`config.mk`:
```
export PLATFORM = sky130hd
export DESIGN_NAME = amp_frontend_control_regs
export DESIGN_NICKNAME = d
export VERILOG_FILES = /design/src/amp_frontend_pkg.sv /design/src/amp_channel_regs.sv /design/src/amp_frontend_control_regs.sv
export SDC_FILE = /design/constraint.sdc
export NUM_CORES = 1
export LEC_CHECK = 0
export BUFFER_PORTS_ARGS = -buffer_cell sky130_fd_sc_hd__buf_2
export CAP_MARGIN = 20
export CORE_UTILIZATION = 50
export DETAILED_ROUTE_END_ITERATION = 16
export HOLD_SLACK_MARGIN = 0.12
export PLACE_DENSITY = 0.82
export RECOVER_POWER = 100
export SETUP_SLACK_MARGIN = 0.5
export SYNTH_ARGS = -nofsm -noshare
export SYNTH_HDL_FRONTEND = slang
export SYNTH_SLANG_ARGS = --single-unit
```
`constraint.sdc`:
```
create_clock -name pclk -period 2.1 [get_ports pclk]
set_input_delay 0.42 -clock pclk [delete_from_list [all_inputs] [get_ports pclk]]
set_output_delay 0.42 -clock pclk [all_outputs]
set_load 0.02 [all_outputs]
```
`src/amp_frontend_pkg.sv`:
```
package amp_frontend_pkg;

   localparam int NUM_CH = 4;
   localparam int ADDR_W = 12;
   localparam int DATA_W = 32;

   // Per-channel register offsets, channel 0 first.
   localparam logic [ADDR_W-1:0] CTL_OFF  [NUM_CH] =
      '{12'h020, 12'h070, 12'h0a0, 12'h0d0};
   localparam logic [ADDR_W-1:0] CHOP_OFF [NUM_CH] =
      '{12'h024, 12'h074, 12'h0a4, 12'h028};

   // Reset values and writable-bit masks; unmasked bits read as zero.
   localparam logic [DATA_W-1:0] CTL_RST  [NUM_CH] =
      '{32'h0000_0009, 32'h0000_0011, 32'h0000_0019, 32'h0000_0011};
   localparam logic [DATA_W-1:0] CTL_MASK [NUM_CH] =
      '{32'h0000_5fff, 32'h0000_7fff, 32'h0000_7fff, 32'h0000_7fff};
   localparam logic [DATA_W-1:0] CHOP_RST  = 32'h0000_0001;
   localparam logic [DATA_W-1:0] CHOP_MASK = 32'h0000_0001;

   // Channels that own an external filter capacitor.
   localparam logic [NUM_CH-1:0] CAP_PRESENT = 4'h5;

   // Field positions in the control and chop registers.
   localparam int PD_BIT     = 0;
   localparam int MODE_BIT   = 1;
   localparam int COUPLE_BIT = 2;
   localparam int CAP_BIT    = 3;
   localparam int GAIN_LSB   = 5;
   localparam int RES_LSB    = 8;
   localparam int BIAS_LSB   = 11;
   localparam int BOOST_BIT  = 14;
   localparam int CHOP_BIT   = 0;

   // Field values that get their own meaning.
   localparam logic [2:0] RES_CODE_UNDEF = 3'h7;

   typedef struct packed {
      logic       sink_boost_en;
      logic [1:0] transimp_bias_sel;
      logic [2:0] transimp_resistor_sel;
      logic [2:0] voltage_gain_sel;
      logic       filter_cap_bypass;
      logic       coupling_mode_sel;
      logic       tia_mode;
      logic       amp_core_powerdown;
      logic       chop_disable;
   } amp_cfg_t;

   typedef struct packed {
      logic [3:0]  gain_value;
      logic [16:0] resistor_ohms;
      logic        resistor_valid;
      logic        sample_time_x2;
   } amp_decode_t;

endpackage

```
`src/amp_channel_regs.sv`:
```
`timescale 1ns/1ps
module amp_channel_regs
   import amp_frontend_pkg::*;
#(
   parameter logic [31:0] CTL_RESET = 32'h0000_0001,
   parameter logic [31:0] CTL_WMASK = 32'h0000_7fff,
   parameter bit          HAS_CAP   = 1'b0
) (
   input  wire logic        pclk,
   input  wire logic        presetn,
   input  wire logic        ctl_we,
   input  wire logic        chop_we,
   input  wire logic [31:0] wdata,
   input  wire logic [3:0]  wstrb,
   output logic      [31:0] ctl_q,
   output logic      [31:0] chop_q,
   output amp_cfg_t         cfg
);

   logic [31:0] ctl_reg;
   logic [31:0] ctl_next;
   logic [31:0] chop_reg;
   logic [31:0] chop_next;
   logic [31:0] lane_mask;

   always_comb begin
      lane_mask = {{8{wstrb[3]}}, {8{wstrb[2]}}, {8{wstrb[1]}},
                   {8{wstrb[0]}}};
      ctl_next  = ctl_reg;
      chop_next = chop_reg;
      // Read-only bits are never in the mask, so they keep zero.
      if (ctl_we) begin
         ctl_next = (ctl_reg & ~(CTL_WMASK & lane_mask)) |
                    (wdata & CTL_WMASK & lane_mask);
      end
      if (chop_we) begin
         chop_next = (chop_reg & ~(CHOP_MASK & lane_mask)) |
                     (wdata & CHOP_MASK & lane_mask);
      end
   end

   always_ff @(posedge pclk or negedge presetn) begin
      if (!presetn) begin
         ctl_reg  <= CTL_RESET;
         chop_reg <= CHOP_RST;
      end else begin
         ctl_reg  <= ctl_next;
         chop_reg <= chop_next;
      end
   end

   assign ctl_q  = ctl_reg;
   assign chop_q = chop_reg;

   assign cfg.amp_core_powerdown    = ctl_reg[PD_BIT];
   assign cfg.tia_mode              = ctl_reg[MODE_BIT];
   assign cfg.coupling_mode_sel     = ctl_reg[COUPLE_BIT];
   // Without a capacitor pin the path is always bypassed.
   assign cfg.filter_cap_bypass     = HAS_CAP ? ctl_reg[CAP_BIT]
                                              : 1'b1;
   assign cfg.voltage_gain_sel      = ctl_reg[GAIN_LSB +: 3];
   assign cfg.transimp_resistor_sel = ctl_reg[RES_LSB +: 3];
   assign cfg.transimp_bias_sel     = ctl_reg[BIAS_LSB +: 2];
   assign cfg.sink_boost_en         = ctl_reg[BOOST_BIT];
   assign cfg.chop_disable          = chop_reg[CHOP_BIT];

endmodule

```
`src/amp_frontend_control_regs.sv`:
```
`timescale 1ns/1ps
// Function
// - Control bit 1 selects voltage gain (0) or transimpedance (1), reset 0.
// - Control bit 0 powers the amplifier core down when 1, reset 1.
// - Gain field bits 7:5 maps codes 0..5 to gains 1,2,4,6,8,10.
// - Resistor field bits 10:8 maps codes 0..6 to 250 ohm..100k; 7 undefined.
// - Bias field bits 12:11 picks one of four bias converters, reset 0.
// - Bit 14 enables boosted sink current in transimpedance mode, reset 0.
// - Bit 2 selects coupling: 0 is DC, 1 is AC, reset 0.
// - Channels 0 and 2 bit 3 bypasses external capacitor when 1, reset 1.
// - Chop bit 0 low enables chopping and doubles converter sample time.
module amp_frontend_control_regs
   import amp_frontend_pkg::*;
(
   input  wire logic                     pclk,
   input  wire logic                     presetn,
   input  wire logic                     psel,
   input  wire logic                     penable,
   input  wire logic                     pwrite,
   input  wire logic [ADDR_W-1:0]        paddr,
   input  wire logic [DATA_W-1:0]        pwdata,
   input  wire logic [3:0]               pstrb,
   output logic      [DATA_W-1:0]        prdata,
   output logic                          pready,
   output logic                          pslverr,
   output amp_cfg_t    [NUM_CH-1:0]      amp_cfg,
   output amp_decode_t [NUM_CH-1:0]      amp_decode
);

   logic [NUM_CH-1:0] ctl_hit;
   logic [NUM_CH-1:0] chop_hit;
   logic [NUM_CH-1:0] ctl_we;
   logic [NUM_CH-1:0] chop_we;
   logic [DATA_W-1:0] ctl_q  [NUM_CH];
   logic [DATA_W-1:0] chop_q [NUM_CH];
   logic              setup_phase;
   logic              access_phase;
   logic              mapped;
   logic [DATA_W-1:0] read_mux;
   logic [DATA_W-1:0] prdata_reg;
   logic [DATA_W-1:0] prdata_next;
   amp_decode_t [NUM_CH-1:0] decode_reg;
   amp_decode_t [NUM_CH-1:0] decode_next;

   function automatic logic [3:0] gain_of(input logic [2:0] code);
      case (code)
         3'h0:    gain_of = 4'h1;
         3'h1:    gain_of = 4'h2;
         3'h2:    gain_of = 4'h4;
         3'h3:    gain_of = 4'h6;
         3'h4:    gain_of = 4'h8;
         3'h5:    gain_of = 4'ha;
         default: gain_of = 4'h0;
      endcase
   endfunction

   function automatic logic [16:0] ohms_of(input logic [2:0] code);
      case (code)
         3'h0:    ohms_of = 17'h000fa;
         3'h1:    ohms_of = 17'h002ee;
         3'h2:    ohms_of = 17'h007d0;
         3'h3:    ohms_of = 17'h01388;
         3'h4:    ohms_of = 17'h02710;
         3'h5:    ohms_of = 17'h04e20;
         3'h6:    ohms_of = 17'h186a0;
         default: ohms_of = 17'h00000;
      endcase
   endfunction

   genvar ch;
   generate
      for (ch = 0; ch < NUM_CH; ch++) begin : g_ch
         amp_channel_regs #(
            .CTL_RESET (CTL_RST[ch]),
            .CTL_WMASK (CTL_MASK[ch]),
            .HAS_CAP   (CAP_PRESENT[ch])
         ) u_regs (
            .pclk    (pclk),
            .presetn (presetn),
            .ctl_we  (ctl_we[ch]),
            .chop_we (chop_we[ch]),
            .wdata   (pwdata),
            .wstrb   (pstrb),
            .ctl_q   (ctl_q[ch]),
            .chop_q  (chop_q[ch]),
            .cfg     (amp_cfg[ch])
         );
      end
   endgenerate

   // Address decode. Only word addresses are compared, so byte offsets
   // inside a word alias onto that word.
   always_comb begin
      setup_phase  = psel && !penable;
      access_phase = psel && penable;
      read_mux     = '0;
      for (int i = 0; i < NUM_CH; i++) begin
         ctl_hit[i]  = (paddr[ADDR_W-1:2] == CTL_OFF[i][ADDR_W-1:2]);
         chop_hit[i] = (paddr[ADDR_W-1:2] == CHOP_OFF[i][ADDR_W-1:2]);
         if (ctl_hit[i]) begin
            read_mux = ctl_q[i];
         end
         if (chop_hit[i]) begin
            read_mux = chop_q[i];
         end
      end
      mapped  = |{ctl_hit, chop_hit};
      ctl_we  = ctl_hit & {NUM_CH{access_phase && pwrite}};
      chop_we = chop_hit & {NUM_CH{access_phase && pwrite}};
   end

   // Read data is captured in the setup cycle so the zero-wait access
   // phase presents it straight from a flip-flop.
   always_comb begin
      prdata_next = prdata_reg;
      if (setup_phase) begin
         prdata_next = pwrite ? '0 : read_mux;
      end
   end

   always_ff @(posedge pclk or negedge presetn) begin
      if (!presetn) begin
         prdata_reg <= '0;
      end else begin
         prdata_reg <= prdata_next;
      end
   end

   assign prdata  = prdata_reg;
   assign pready  = 1'b1;
   assign pslverr = access_phase && !mapped;

   // Decoded analog settings, one cycle behind the register fields.
   always_comb begin
      for (int i = 0; i < NUM_CH; i++) begin
         decode_next[i].gain_value =
            gain_of(amp_cfg[i].voltage_gain_sel);
         decode_next[i].resistor_ohms =
            ohms_of(amp_cfg[i].transimp_resistor_sel);
         decode_next[i].resistor_valid =
            (amp_cfg[i].transimp_resistor_sel != RES_CODE_UNDEF);
         decode_next[i].sample_time_x2 =
            !amp_cfg[i].chop_disable;
      end
   end

   always_ff @(posedge pclk or negedge presetn) begin
      if (!presetn) begin
         decode_reg <= '0;
      end else begin
         decode_reg <= decode_next;
      end
   end

   assign amp_decode = decode_reg;

   logic wr_fire;
   assign wr_fire = access_phase && pwrite && pready;

   pd_write_a: assert property (
      @(posedge pclk) disable iff (!presetn)
      (wr_fire && ctl_hit[1] && pstrb[0])
      |=> (amp_cfg[1].amp_core_powerdown == $past(pwdata[PD_BIT])))
      else $error("power-down bit did not follow write");

   mode_write_a: assert property (
      @(posedge pclk) disable iff (!presetn)
      (wr_fire && ctl_hit[0] && pstrb[0])
      |=> (amp_cfg[0].tia_mode == $past(pwdata[MODE_BIT])))
      else $error("mode bit did not follow write");

   gain_decode_a: assert property (
      @(posedge pclk) disable iff (!presetn)
      (amp_cfg[1].voltage_gain_sel == 3'h3)
      |=> (amp_decode[1].gain_value == 4'h6))
      else $error("gain code 3 did not decode to 6");

   res_undef_a: assert property (
      @(posedge pclk) disable iff (!presetn)
      (amp_cfg[1].transimp_resistor_sel == RES_CODE_UNDEF)
      |=> !amp_decode[1].resistor_valid
          && (amp_decode[1].resistor_ohms == 17'h00000))
      else $error("undefined resistor code was not flagged");

   res_top_a: assert property (
      @(posedge pclk) disable iff (!presetn)
      (amp_cfg[1].transimp_resistor_sel == 3'h6)
      |=> amp_decode[1].resistor_valid
          && (amp_decode[1].resistor_ohms == 17'h186a0))
      else $error("resistor code 6 decoded wrongly");

   bias_hold_a: assert property (
      @(posedge pclk) disable iff (!presetn)
      !(wr_fire && ctl_hit[0])
      |=> $stable(amp_cfg[0].transimp_bias_sel))
      else $error("bias select changed without a write");

   boost_write_a: assert property (
      @(posedge pclk) disable iff (!presetn)
      (wr_fire && ctl_hit[2] && pstrb[1])
      |=> (amp_cfg[2].sink_boost_en == $past(pwdata[BOOST_BIT])))
      else $error("sink boost did not follow write");

   couple_read_a: assert property (
      @(posedge pclk) disable iff (!presetn)
      (setup_phase && !pwrite && ctl_hit[3]) ##1 access_phase
      |-> (prdata[COUPLE_BIT] == amp_cfg[3].coupling_mode_sel))
      else $error("coupling bit read back wrongly");

   cap_only_a: assert property (
      @(posedge pclk) disable iff (!presetn)
      amp_cfg[1].filter_cap_bypass && amp_cfg[3].filter_cap_bypass)
      else $error("capacitor selected on a channel without one");

   chop_time_a: assert property (
      @(posedge pclk) disable iff (!presetn)
      (wr_fire && chop_hit[0] && pstrb[0] && !pwdata[CHOP_BIT])
      |=> ##1 amp_decode[0].sample_time_x2)
      else $error("enabling chop did not double sample time");

   reserved_ro_a: assert property (
      @(posedge pclk) disable iff (!presetn)
      (ctl_q[0][31:15] == 17'h0) && !ctl_q[0][13]
      && (chop_q[2][31:1] == 31'h0))
      else $error("read-only reserved bit became nonzero");

   gain_write_a: assert property (
      @(posedge pclk) disable iff (!presetn)
      (wr_fire && ctl_hit[1] && pstrb[0])
      |=> (amp_cfg[1].voltage_gain_sel == $past(pwdata[GAIN_LSB +: 3])))
      else $error("gain select did not follow write");

   gain_unity_a: assert property (
      @(posedge pclk) disable iff (!presetn)
      (amp_cfg[1].voltage_gain_sel == 3'h0)
      |=> (amp_decode[1].gain_value == 4'h1))
      else $error("gain code 0 did not decode to 1");

   res_write_a: assert property (
      @(posedge pclk) disable iff (!presetn)
      (wr_fire && ctl_hit[1] && pstrb[1])
      |=> (amp_cfg[1].transimp_resistor_sel == $past(pwdata[RES_LSB +: 3])))
      else $error("resistor select did not follow write");

   bias_write_a: assert property (
      @(posedge pclk) disable iff (!presetn)
      (wr_fire && ctl_hit[1] && pstrb[1])
      |=> (amp_cfg[1].transimp_bias_sel == $past(pwdata[BIAS_LSB +: 2])))
      else $error("bias select did not follow write");

   pd_hold_a: assert property (
      @(posedge pclk) disable iff (!presetn)
      !(wr_fire && ctl_hit[1])
      |=> $stable(amp_cfg[1].amp_core_powerdown))
      else $error("power-down bit changed without a write");

   boost_hold_a: assert property (
      @(posedge pclk) disable iff (!presetn)
      !(wr_fire && ctl_hit[2])
      |=> $stable(amp_cfg[2].sink_boost_en))
      else $error("sink boost changed without a write");

   mode_read_a: assert property (
      @(posedge pclk) disable iff (!presetn)
      (setup_phase && !pwrite && ctl_hit[0]) ##1 access_phase
      |-> (prdata[MODE_BIT] == amp_cfg[0].tia_mode))
      else $error("mode bit read back wrongly");

   couple_write_a: assert property (
      @(posedge pclk) disable iff (!presetn)
      (wr_fire && ctl_hit[3] && pstrb[0])
      |=> (amp_cfg[3].coupling_mode_sel == $past(pwdata[COUPLE_BIT])))
      else $error("coupling bit did not follow write");

   cap_write_a: assert property (
      @(posedge pclk) disable iff (!presetn)
      (wr_fire && ctl_hit[0] && pstrb[0])
      |=> (amp_cfg[0].filter_cap_bypass == $past(pwdata[CAP_BIT])))
      else $error("capacitor bypass did not follow write");

   chop_write_a: assert property (
      @(posedge pclk) disable iff (!presetn)
      (wr_fire && chop_hit[0] && pstrb[0])
      |=> (amp_cfg[0].chop_disable == $past(pwdata[CHOP_BIT])))
      else $error("chop disable did not follow write");

   // The flag trails the chop bit by exactly one register stage.
   sample_time_a: assert property (
      @(posedge pclk) disable iff (!presetn)
      amp_decode[1].sample_time_x2 == !$past(amp_cfg[1].chop_disable))
      else $error("sample time flag does not follow chop disable");

   rdata_unmapped_a: assert property (
      @(posedge pclk) disable iff (!presetn)
      (setup_phase && !pwrite && !mapped)
      |=> (prdata == 32'h0))
      else $error("unmapped read returned nonzero data");

   reserved_ctl_a: assert property (
      @(posedge pclk) disable iff (!presetn)
      (ctl_q[1][31:15] == 17'h0) && (ctl_q[2][31:15] == 17'h0)
      && (ctl_q[3][31:15] == 17'h0))
      else $error("reserved control bit became nonzero");

   reserved_chop_a: assert property (
      @(posedge pclk) disable iff (!presetn)
      (chop_q[0][31:1] == 31'h0) && (chop_q[1][31:1] == 31'h0)
      && (chop_q[3][31:1] == 31'h0))
      else $error("reserved chop bit became nonzero");

endmodule

```
==> results of run 1 <==
[critical path, cell delays in order]
cell	delay, ns
clkbuf_1	0.16
nor3b_4	0.33
nand2_1	0.22
nor2_1	0.15
clkbuf_1	0.50
mux2_2	0.41
[placed cells by master (no fill, tap or decap), types with 2 or more instances in the layout]
master / n
a21oi_1: 13
nor3_1: 14
and2_0: 2
nor2b_1: 7
nand2b_1: 8
dfrtp_2: 6
dfrtp_1: 139
dfstp_1: 4
o2111ai_1: 3
or3_1: 2
and2_1: 4
inv_1: 12
clkbuf_1: 171
clkbuf_2: 3
clkbuf_16: 17
nand4_1: 8
mux2_4: 8
buf_12: 2
mux2_1: 19
nand2_2: 2
buf_6: 6
o31ai_1: 2
nand2_1: 27
nor2_2: 4
clkbuf_4: 3
clkinvlp_4: 6
conb_1: 24
buf_2: 25
a21boi_0: 9
inv_6: 3
nand3_1: 51
clkinv_4: 2
mux2_2: 35
a22o_1: 10
and4_1: 4
o21ai_0: 9
buf_4: 29
and3_1: 7
dfstp_2: 9
nor2_1: 26
[through the flow]
stage | area (um2) | cells | hold WS [ns]
3_5_place_dp | 7720 | 878 | 0.432
5_1_grt | 8200 | 938 | 0.259
2_1_floorplan | 7090 | 597 | 0.124
4_1_cts | 8400 | 917 | 0.257
6_report | 8200 | 938 | 0.265
3_3_place_gp | 7720 | 878 | 0.415
[worst max-delay path by stage]
stage | from | endpoint | slack [ns] | cells after the start
6_report | paddr[7] | register | 0.21 | 6
5_1_grt | paddr[7] | register | 0.11 | 6
4_1_cts | paddr[5] | pslverr | 0.21 | 7
3_5_place_dp | paddr[8] | register | -0.02 | 5
3_3_place_gp | paddr[7] | register | 0.02 | 5
2_1_floorplan | paddr[7] | pslverr | 0.38 | 5
[kinds of logic (layout without fill, tap and decap cells)]
group,after synthesis,after routing
multiplexers,62,62
buffers and inverters,120,285
AO/OA/AOI/OAI,56,56
AND/OR/NAND/NOR,177,177
flip-flops,158,158
other,2,24
[repair_timing]
| action | in CTS | in global routing |
|---|---|---|
| endpoints found under the hold margin | 50 | 0 |
| setup buffers | 6 | 21 |
| pin swaps | 7 | 10 |
| resized for setup | 24 | 13 |
| hold buffers | 1 | 0 |
| endpoints found under the setup margin | 29 | 42 |
[power by group through the flow]
stage	sequential [mW]	combinational (mW)	clock [mW]
2_1_floorplan	3.12	0.144	0
3_3_place_gp	3.11	0.268	0
3_5_place_dp	3.11	0.277	0
4_1_cts	3.06	0.289	2.98
5_1_grt	3.06	0.304	3.14
6_report	3.06	0.278	2.95
[metal layers]
| metal | wire length (um) | vias up |
|---|---|---|
| li1 | - | 2230 |
| met1 | 7020 | 2484 |
| met2 | 8810 | 260 |
| met3 | 1280 | 17 |
| met4 | 189 | 0 |
| met5 | 0 | - |
[cell type report]
class | instances | area (um2)
fillers | 1170 | 5100
multi-input cells | 319 | 2220
repair buffers | 241 | 1150
clock buffers | 18 | 439
flip-flops and latches | 158 | 3980
well taps | 176 | 220
inverters | 12 | 45.0
clock inverters | 14 | 135
==> impl_metrics.csv, run 1 <==
group,metric,value,unit
hold_path,worst_hold_path.num_cells,2,
critical_path,timing.critical_path.to_type,"register",
die,row_cnt,42,
global_routing,via_count_of_the_first_global_routing_pass,4743,
synth,post_synth_instance_area,6820,um2
pwr,relative_contribution_of_combinational_cells_to_total_power,4.4,%
synth,yosys_most_used_dff,"dfrtp_1",
pwr,irDropWorstVdd,0.596,mV
timing,layout_min_cycle_time,1.89,ns
clocking,cts_max_path_buffers,2,
clocking,clk_transition_reported_paths,0.06,ns
timing,clock.fmax,529,MHz
synth,synth-simple-area-share,14.4,%
synth,register_bit_count_reported_by_yosys,158,
pwr,p_switching,1.48,mW
place,dp_hpwl,11.6,mm
drt,final_wirelength,17.3,mm
final_layout,utilization,61.7,%
pwr,intPower,4.80,mW
synth,synth_commonest_cells,"145 x dfrtp_1, 83 x buf_4, 62 x mux2_2",
synth,synthesis.instances,575,
timing,setup-tns-final,0,ns
timing,timing.clock.skew,0.00629,ns
global_routing,gr-max-usage-layer,"met2",
timing,timing_hold_violations_final,0,
clocking,cts_tree,"yes",
pwr,pwr_density_cell,767,nW/um2
synth,complex_gate_fraction_of_the_synthesized_area,5.80,%
hold_path,holdCritPathClass,"in -> reg",
critical_path,timing.reg2reg.setup_slack,0.52,ns
pwr,pwr-share-clk,46.9,%
synth,post-synth-top-area-cell,"dfrtp_1",
synth,avgSynthCellArea,11.9,um2
synth,yosys-top-cells-area,"dfrtp_1 53%, mux2_2 10%, buf_4 9.1%",
global_routing,gr-usage-met1,31.4,%
global_routing,grt_antenna_before_repair,0,
synth,largest_family_of_logic_cells_by_synthesized_area,"simple AND/OR/NAND/NOR gates",
place,pre_cts_setup_slack,-0.0158,ns
critical_path,crit_fanout,8,
synth,synthDominantCellAreaShare,53.2,%
critical_path,worst_r2r_path_depth,4,
run_status,outcome,"finished, final reports clean",
place,placement.io_buffers,189,
timing,worstMarginPinSlew,0.823,ns
synth,synth_cell_types,46,
global_routing,globalRouteTotalUtil,24.3,%
drt,vias_per_cell,5.32,
drt,detail_route.wl_per_cell,18.4,um
clocking,numCtsBuffers,17,
global_routing,global_route.overflow_total,0,
timing,rsz0062_at_grt,"true",
critical_path,path_class,"in -> reg",
clocking,clock-root-buffer,"clkbuf_16",
die,fp.coreArea,13300,um2
pwr,power.static_leakage,3.68,nW
critical_path,crit_path_start_kind,"primary input",
synth,synth_sequential_area_ratio,58.2,%
die,chipHeight,119,um
clocking,tritoncts_num_sinks,158,
critical_path,cp.required,2.41,ns
synth,synthAdderAreaFrac,0,%
final_layout,area_growth_syn_to_layout,20.2,%
global_routing,grt_use_met2,40.4,%
final_layout,num_antenna_cells,0,
global_routing,grtUsageMet3,5.36,%
die,ioPinCount,235,
synth,synth_async_sr_flop_share,100,%
timing,setup_viol,0,
pwr,power.sequential.fraction,48.7,%
final_layout,layout_cell_share_with_drive_strength_beyond_1,23.1,%
timing,report.final.slew_viol_count,0,
timing,period_share,90.0,%
synth,synth_most_common_cell,"dfrtp_1",
timing,fin_ws,0.210,ns
final_layout,num-nets-final,802,
place,routability_congestion_estimate,0.812,
drt,drc_errors,0,
pwr,switching_share,23.6,%
synth,muxShareOfSynthArea,10.2,%
drt,drt_first_pass_iters,7,
die,fp.dieW,119,um
critical_path,critical_path.reg2reg.endpoint,"prdata[0]$_DFFE_PN0P_",
die,floorplan.die_area,14100,um2
synth,xor_and_xnor_fraction_of_the_mapped_netlist_area,0,%
pwr,report.power.total,6.28,mW
clocking,clk_lat_worst_skew,0.42,ns
synth,synth-edff-count,0,
hold_path,worstHoldStart,"pwdata[13]",
timing,normalized_max_slew_margin,45.1,%
drt,first_iter_violations,295,
synth,yosysWarnings,0,
flow_run,drv_cap,0,
global_routing,grt_start_max_net_pins,61,
global_routing,first_pass_grt_wire_length,25.9,mm
clocking,htree_levels,4,
drt,ant_nets,0,
drt,vias,4991,
die,initial_cell_density_of_the_core,51.3,%
critical_path,arrival,2.20,ns
Note: power is estimated with default switching activity, not from simulation.
==> inputs of run 2 (changes only) <==
--- a/config.mk
+++ b/config.mk
@@ -8,6 +8,7 @@
 export BUFFER_PORTS_ARGS = -buffer_cell sky130_fd_sc_hd__buf_2
 export CAP_MARGIN = 20
 export CORE_UTILIZATION = 50
+export CTS_BUF_LIST = sky130_fd_sc_hd__clkbuf_16
 export DETAILED_ROUTE_END_ITERATION = 16
 export HOLD_SLACK_MARGIN = 0.12
 export PLACE_DENSITY = 0.82
==> impl_metrics.csv, run 2 (synthesized netlist as in run 1, its figures left out) <==
group,metric,value,unit
clocking,htree_levels,4,
timing,worstMarginPinSlew,0.830,ns
global_routing,via_count_of_the_first_global_routing_pass,4744,
place,dp_hpwl,11.6,mm
pwr,irDropWorstVdd,0.596,mV
drt,detail_route.wl_per_cell,18.4,um
timing,normalized_max_slew_margin,44.6,%
final_layout,utilization,61.6,%
clocking,tritoncts_num_sinks,158,
timing,timing_hold_violations_final,0,
pwr,report.power.total,6.24,mW
drt,drc_errors,0,
die,fp.dieW,119,um
place,placed_cell_area,7720,um2
critical_path,arrival,1.46,ns
die,row_cnt,42,
final_layout,layout.cells.most_common_list,"171 x clkbuf_1, 139 x dfrtp_1, 51 x nand3_1, 35 x mux2_2, 29 x buf_4",
hold_path,holdCritPathClass,"in -> reg",
die,fp.coreArea,13300,um2
final_layout,mostFrequentLayoutCell,"clkbuf_1",
clocking,cts_tree,"yes",
run_status,outcome,"finished, final reports clean",
timing,setup_viol,0,
critical_path,cp.required,1.68,ns
critical_path,crit_fanout,5,
die,ioPinCount,235,
drt,vias,5031,
clocking,clk_lat_worst_skew,0.42,ns
clocking,numCtsBuffers,17,
drt,final_wirelength,17.3,mm
global_routing,grt_antenna_before_repair,0,
final_layout,nFillCells,1173,
place,placement.io_buffers,189,
hold_path,worstHoldStart,"pwdata[13]",
timing,period_share,89.7,%
die,initial_cell_density_of_the_core,51.3,%
global_routing,global_route.overflow_total,0,
timing,report.final.slew_viol_count,0,
final_layout,num_antenna_cells,0,
drt,first_iter_violations,295,
final_layout,num-nets-final,802,
place,dp_cells,878,
drt,vias_per_cell,5.36,
pwr,power.static_leakage,3.68,nW
drt,ant_nets,0,
place,pre_cts_setup_slack,-0.0158,ns
clocking,clk_transition_reported_paths,0.06,ns
final_layout,non_filler_instance_count_after_layout,938,
place,routability_congestion_estimate,0.812,
critical_path,path_class,"in -> out",
clocking,cts_max_path_buffers,2,
final_layout,layout_cell_share_with_drive_strength_beyond_1,23.0,%
clocking,clock-root-buffer,"clkbuf_16",
die,floorplan.die_area,14100,um2
global_routing,grt_start_max_net_pins,61,
die,chipHeight,119,um
critical_path,crit_path_start_kind,"primary input",
global_routing,first_pass_grt_wire_length,25.9,mm
drt,drt_first_pass_iters,5,
timing,timing.clock.skew,0.00497,ns
timing,fin_ws,0.217,ns
global_routing,globalRouteTotalUtil,24.3,%
critical_path,critPathLaunch,"paddr[7]",
timing,rsz0062_at_grt,"true",
pwr,pwr_density_cell,762,nW/um2
timing,layout_min_cycle_time,1.88,ns
final_layout,area_growth_syn_to_layout,20.1,%
timing,clock.fmax,531,MHz
critical_path,timing.critical_path.to_type,"output port",
flow_run,drv_cap,0,
final_layout,final_cell_area,8190,um2
## run 2: cell types whose count changed in the layout (fill, tap and decap cells not counted)
cell | previous run | this run
clkinv_1 | 0 | 1
clkbuf_8 | 1 | 0
## run 2: timing repair
item	CTS	global route
gates resized for setup	24	13
pin swaps	7	10
endpoints found under the hold margin	50	0
setup endpoints to repair	29	42
buffers inserted	6	21
hold buffers	1	0
## run 2: critical path, cell delays in order
cell and delay [ns]:
clkbuf_1 0.12, nor4b_4 0.30, buf_6 0.16, nand2_1 0.07, nand4_1 0.17, a211oi_4 0.08, buf_6 0.15
## run 2: area by class of cell
type	instances	area, um2	area share [%]
Sequential cell	158	3980	48.6
Multi-Input combinational cell	319	2220	27.2
Timing Repair Buffer	241	1150	14.1
Clock buffer	17	425	5.20
Tap cell	176	220	2.69
Clock inverter	15	139	1.70
Inverter	12	45.0	0.550
## run 2: per-layer routing
layer | global-route usage, % | routed length, um | up-vias
li1 | - | - | 2230
met1 | 31.5 | 6900 | 2507
met2 | 40.4 | 8850 | 275
met3 | 5.21 | 1320 | 19
met4 | 8.39 | 185 | 0
met5 | 0 | 0 | -
## run 2: final timing paths
path | to | slack [ns] | depth (start not counted)
worst min-delay path | register | 0.26 | 2
worst min register to register | amp_decode[46]$_DFF_PN0_ | 0.48 | 1
worst max-delay path | pslverr | 0.22 | 7
min in group asynchronous | amp_decode[49]$_DFF_PN0_ | 0.53 | 2
max in group asynchronous | asynchronous set/reset pin | 0.42 | 3
worst max register to register | prdata[0]$_DFFE_PN0P_ | 0.51 | 4
## run 2: power by group
| group | leakage (nW) | switching, mW | internal, mW |
|---|---|---|---|
| clock network | 0.258 | 1.27 | 1.64 |
| registers | 1.97 | 0.00490 | 3.05 |
| logic | 1.45 | 0.207 | 0.0711 |
| total | 3.68 | 1.48 | 4.77 |
## run 2: stage by stage
stage	TNS (ns)	hold slack (ns)
4_1_cts	0	0.257
3_5_place_dp	-0.0395	0.432
3_3_place_gp	0	0.415
5_1_grt	0	0.258
6_report	0	0.262
2_1_floorplan	0	0.124
==> inputs of run 3 (changes only) <==
--- a/config.mk
+++ b/config.mk
@@ -5,13 +5,15 @@
 export SDC_FILE = /design/constraint.sdc
 export NUM_CORES = 1
 export LEC_CHECK = 0
-export BUFFER_PORTS_ARGS = -buffer_cell sky130_fd_sc_hd__buf_2
 export CAP_MARGIN = 20
-export CORE_UTILIZATION = 50
+export CELL_PAD_IN_SITES_DETAIL_PLACEMENT = 0
+export CELL_PAD_IN_SITES_GLOBAL_PLACEMENT = 1
+export CORE_UTILIZATION = 48
 export CTS_BUF_LIST = sky130_fd_sc_hd__clkbuf_16
 export DETAILED_ROUTE_END_ITERATION = 16
+export DONT_BUFFER_PORTS = 1
 export HOLD_SLACK_MARGIN = 0.12
-export PLACE_DENSITY = 0.82
+export PLACE_DENSITY = 0.76
 export RECOVER_POWER = 100
 export SETUP_SLACK_MARGIN = 0.5
 export SYNTH_ARGS = -nofsm -noshare
==> impl_metrics.csv, run 3 (synthesized netlist as in run 1, its figures left out) <==
group,metric,value,unit
clocking,clk_transition_reported_paths,0.06,ns
place,pre_cts_setup_slack,0.0674,ns
final_layout,non_filler_instance_count_after_layout,725,
critical_path,timing.reg2reg.setup_slack,0.46,ns
timing,holdWs,-0.310,ns
critical_path,arrival,2.12,ns
drt,final_wirelength,15.2,mm
pwr,pwr_density_cell,870,nW/um2
die,chipHeight,121,um
pwr,power.static_leakage,3.32,nW
drt,ant_nets,0,
die,initial_cell_density_of_the_core,49.1,%
global_routing,grt_start_max_net_pins,159,
global_routing,global_route.overflow_total,0,
drt,vias_per_cell,5.54,
final_layout,num-nets-final,585,
clocking,tritoncts_num_sinks,158,
timing,fin_ws,0.290,ns
pwr,report.power.total,6.34,mW
pwr,irDropWorstVdd,0.520,mV
drt,first_iter_violations,151,
timing,setup_viol,0,
drt,detail_route.wl_per_cell,21.0,um
timing,timing.clock.skew,0.00869,ns
critical_path,timing.critical_path.to_type,"register",
clocking,cts_tree,"yes",
clocking,htree_levels,4,
critical_path,cp.required,2.41,ns
place,dp_hpwl,10.6,mm
critical_path,path_cells,"nor3b_4 > clkbuf_1 > and2_0 > nand2_2 > mux2_2",
place,dp_cells,684,
timing,normalized_max_slew_margin,42.3,%
timing,clock.fmax,552,MHz
timing,setup-tns-final,0,ns
critical_path,crit_fanout,11,
hold_path,holdCritPathClass,"in -> async",
final_layout,mostFrequentLayoutCell,"dfrtp_1",
clocking,cts_max_path_buffers,2,
drt,drt_first_pass_iters,4,
critical_path,critical_path.slowest_cell,"clkbuf_1",
run_status,failing_checks,"negative hold slack",
die,fp.dieW,121,um
die,floorplan.die_area,14700,um2
critical_path,crit_path_max_incr_delay,0.46,ns
timing,period_share,86.2,%
timing,timing_hold_violations_final,158,
final_layout,layout_cell_share_with_drive_strength_beyond_1,20.7,%
critical_path,worst_r2r_path_depth,4,
run_status,outcome,"finished, violations left",
final_layout,area_growth_syn_to_layout,6.86,%
global_routing,first_pass_grt_wire_length,23.2,mm
clocking,clock-root-buffer,"clkbuf_16",
critical_path,critical_path.reg2reg.endpoint,"prdata[0]$_DFFE_PN0P_",
final_layout,num_antenna_cells,0,
critical_path,critPathLaunch,"paddr[9]",
drt,vias,4014,
global_routing,globalRouteTotalUtil,21.7,%
drt,drc_errors,0,
final_layout,layout.cells.most_common_list,"145 x dfrtp_1, 51 x nand3_1, 37 x mux2_2, 26 x nor2_1, 25 x nand2_1",
critical_path,crit_path_start_kind,"primary input",
timing,rsz0062_at_grt,"true",
critical_path,path_class,"in -> reg",
timing,layout_min_cycle_time,1.81,ns
place,routability_congestion_estimate,0.795,
timing,worstMarginPinSlew,0.863,ns
timing,report.final.slew_viol_count,0,
global_routing,grt_antenna_before_repair,0,
clocking,numCtsBuffers,17,
die,ioPinCount,235,
die,row_cnt,43,
place,placement.io_buffers,0,
die,fp.coreArea,13900,um2
global_routing,via_count_of_the_first_global_routing_pass,4021,
flow_run,drv_cap,0,
clocking,clk_lat_worst_skew,0.42,ns
[run 3: area by class of cell]
class | count | area [um2]
inverters | 12 | 45.0
repair buffers | 24 | 190
clock buffers | 17 | 425
flip-flops and latches | 158 | 3970
well taps | 180 | 225
multi-input cells | 319 | 2250
clock inverters | 15 | 179
fillers | 1209 | 6600
[run 3: worst min-delay path by stage]
stage / endpoint / slack (ns) / cells past startpoint
after global routing: amp_decode[55]$_DFF_PN0_ / -0.33 / 0
after detailed placement: amp_decode[55]$_DFF_PN0_ / 0.13 / 0
after global placement: amp_decode[63]$_DFF_PN0_ / 0.13 / 0
after CTS: amp_decode[55]$_DFF_PN0_ / -0.32 / 0
after floorplan: asynchronous set/reset pin / 0.12 / 0
final: amp_decode[55]$_DFF_PN0_ / -0.31 / 0
[run 3: stage by stage]
stage,cell area (um2),util [%]
CTS,7370,53.1
floorplan,7090,-
finish,7290,52.5
global route,7290,52.5
global placement,6690,48.2
detailed placement,6690,48.2
[run 3: worst max-delay path: cells and delay by family]
family	cells	cell delay, ns
and+or+nand+nor	3	0.91
buffers and inverters	1	0.46
muxes	1	0.33
[run 3: power by group]
| part | internal (mW) | total [mW] | leakage (nW) | switching, mW |
|---|---|---|---|---|
| sequential | 3.05 | 3.07 | 1.98 | 0.0158 |
| combinational | 0.0384 | 0.135 | 1.03 | 0.0968 |
| clock | 1.96 | 3.14 | 0.309 | 1.17 |
| total | 5.05 | 6.34 | 3.32 | 1.29 |
[run 3: what timing repair did]
action / in CTS / in global routing
hold endpoints to repair: 158 / 161
resized for setup: 11 / 8
pin swaps: 7 / 1
setup buffers: 6 / 0
endpoints found under the setup margin: 7 / 11
[run 3: metal layers]
metal | GRT usage, % | share of wire (%)
met3 | 9.77 | 9.3
met2 | 33.8 | 48
met1 | 26.2 | 40
met4 | 8.80 | 1.9
met5 | 0 | 0
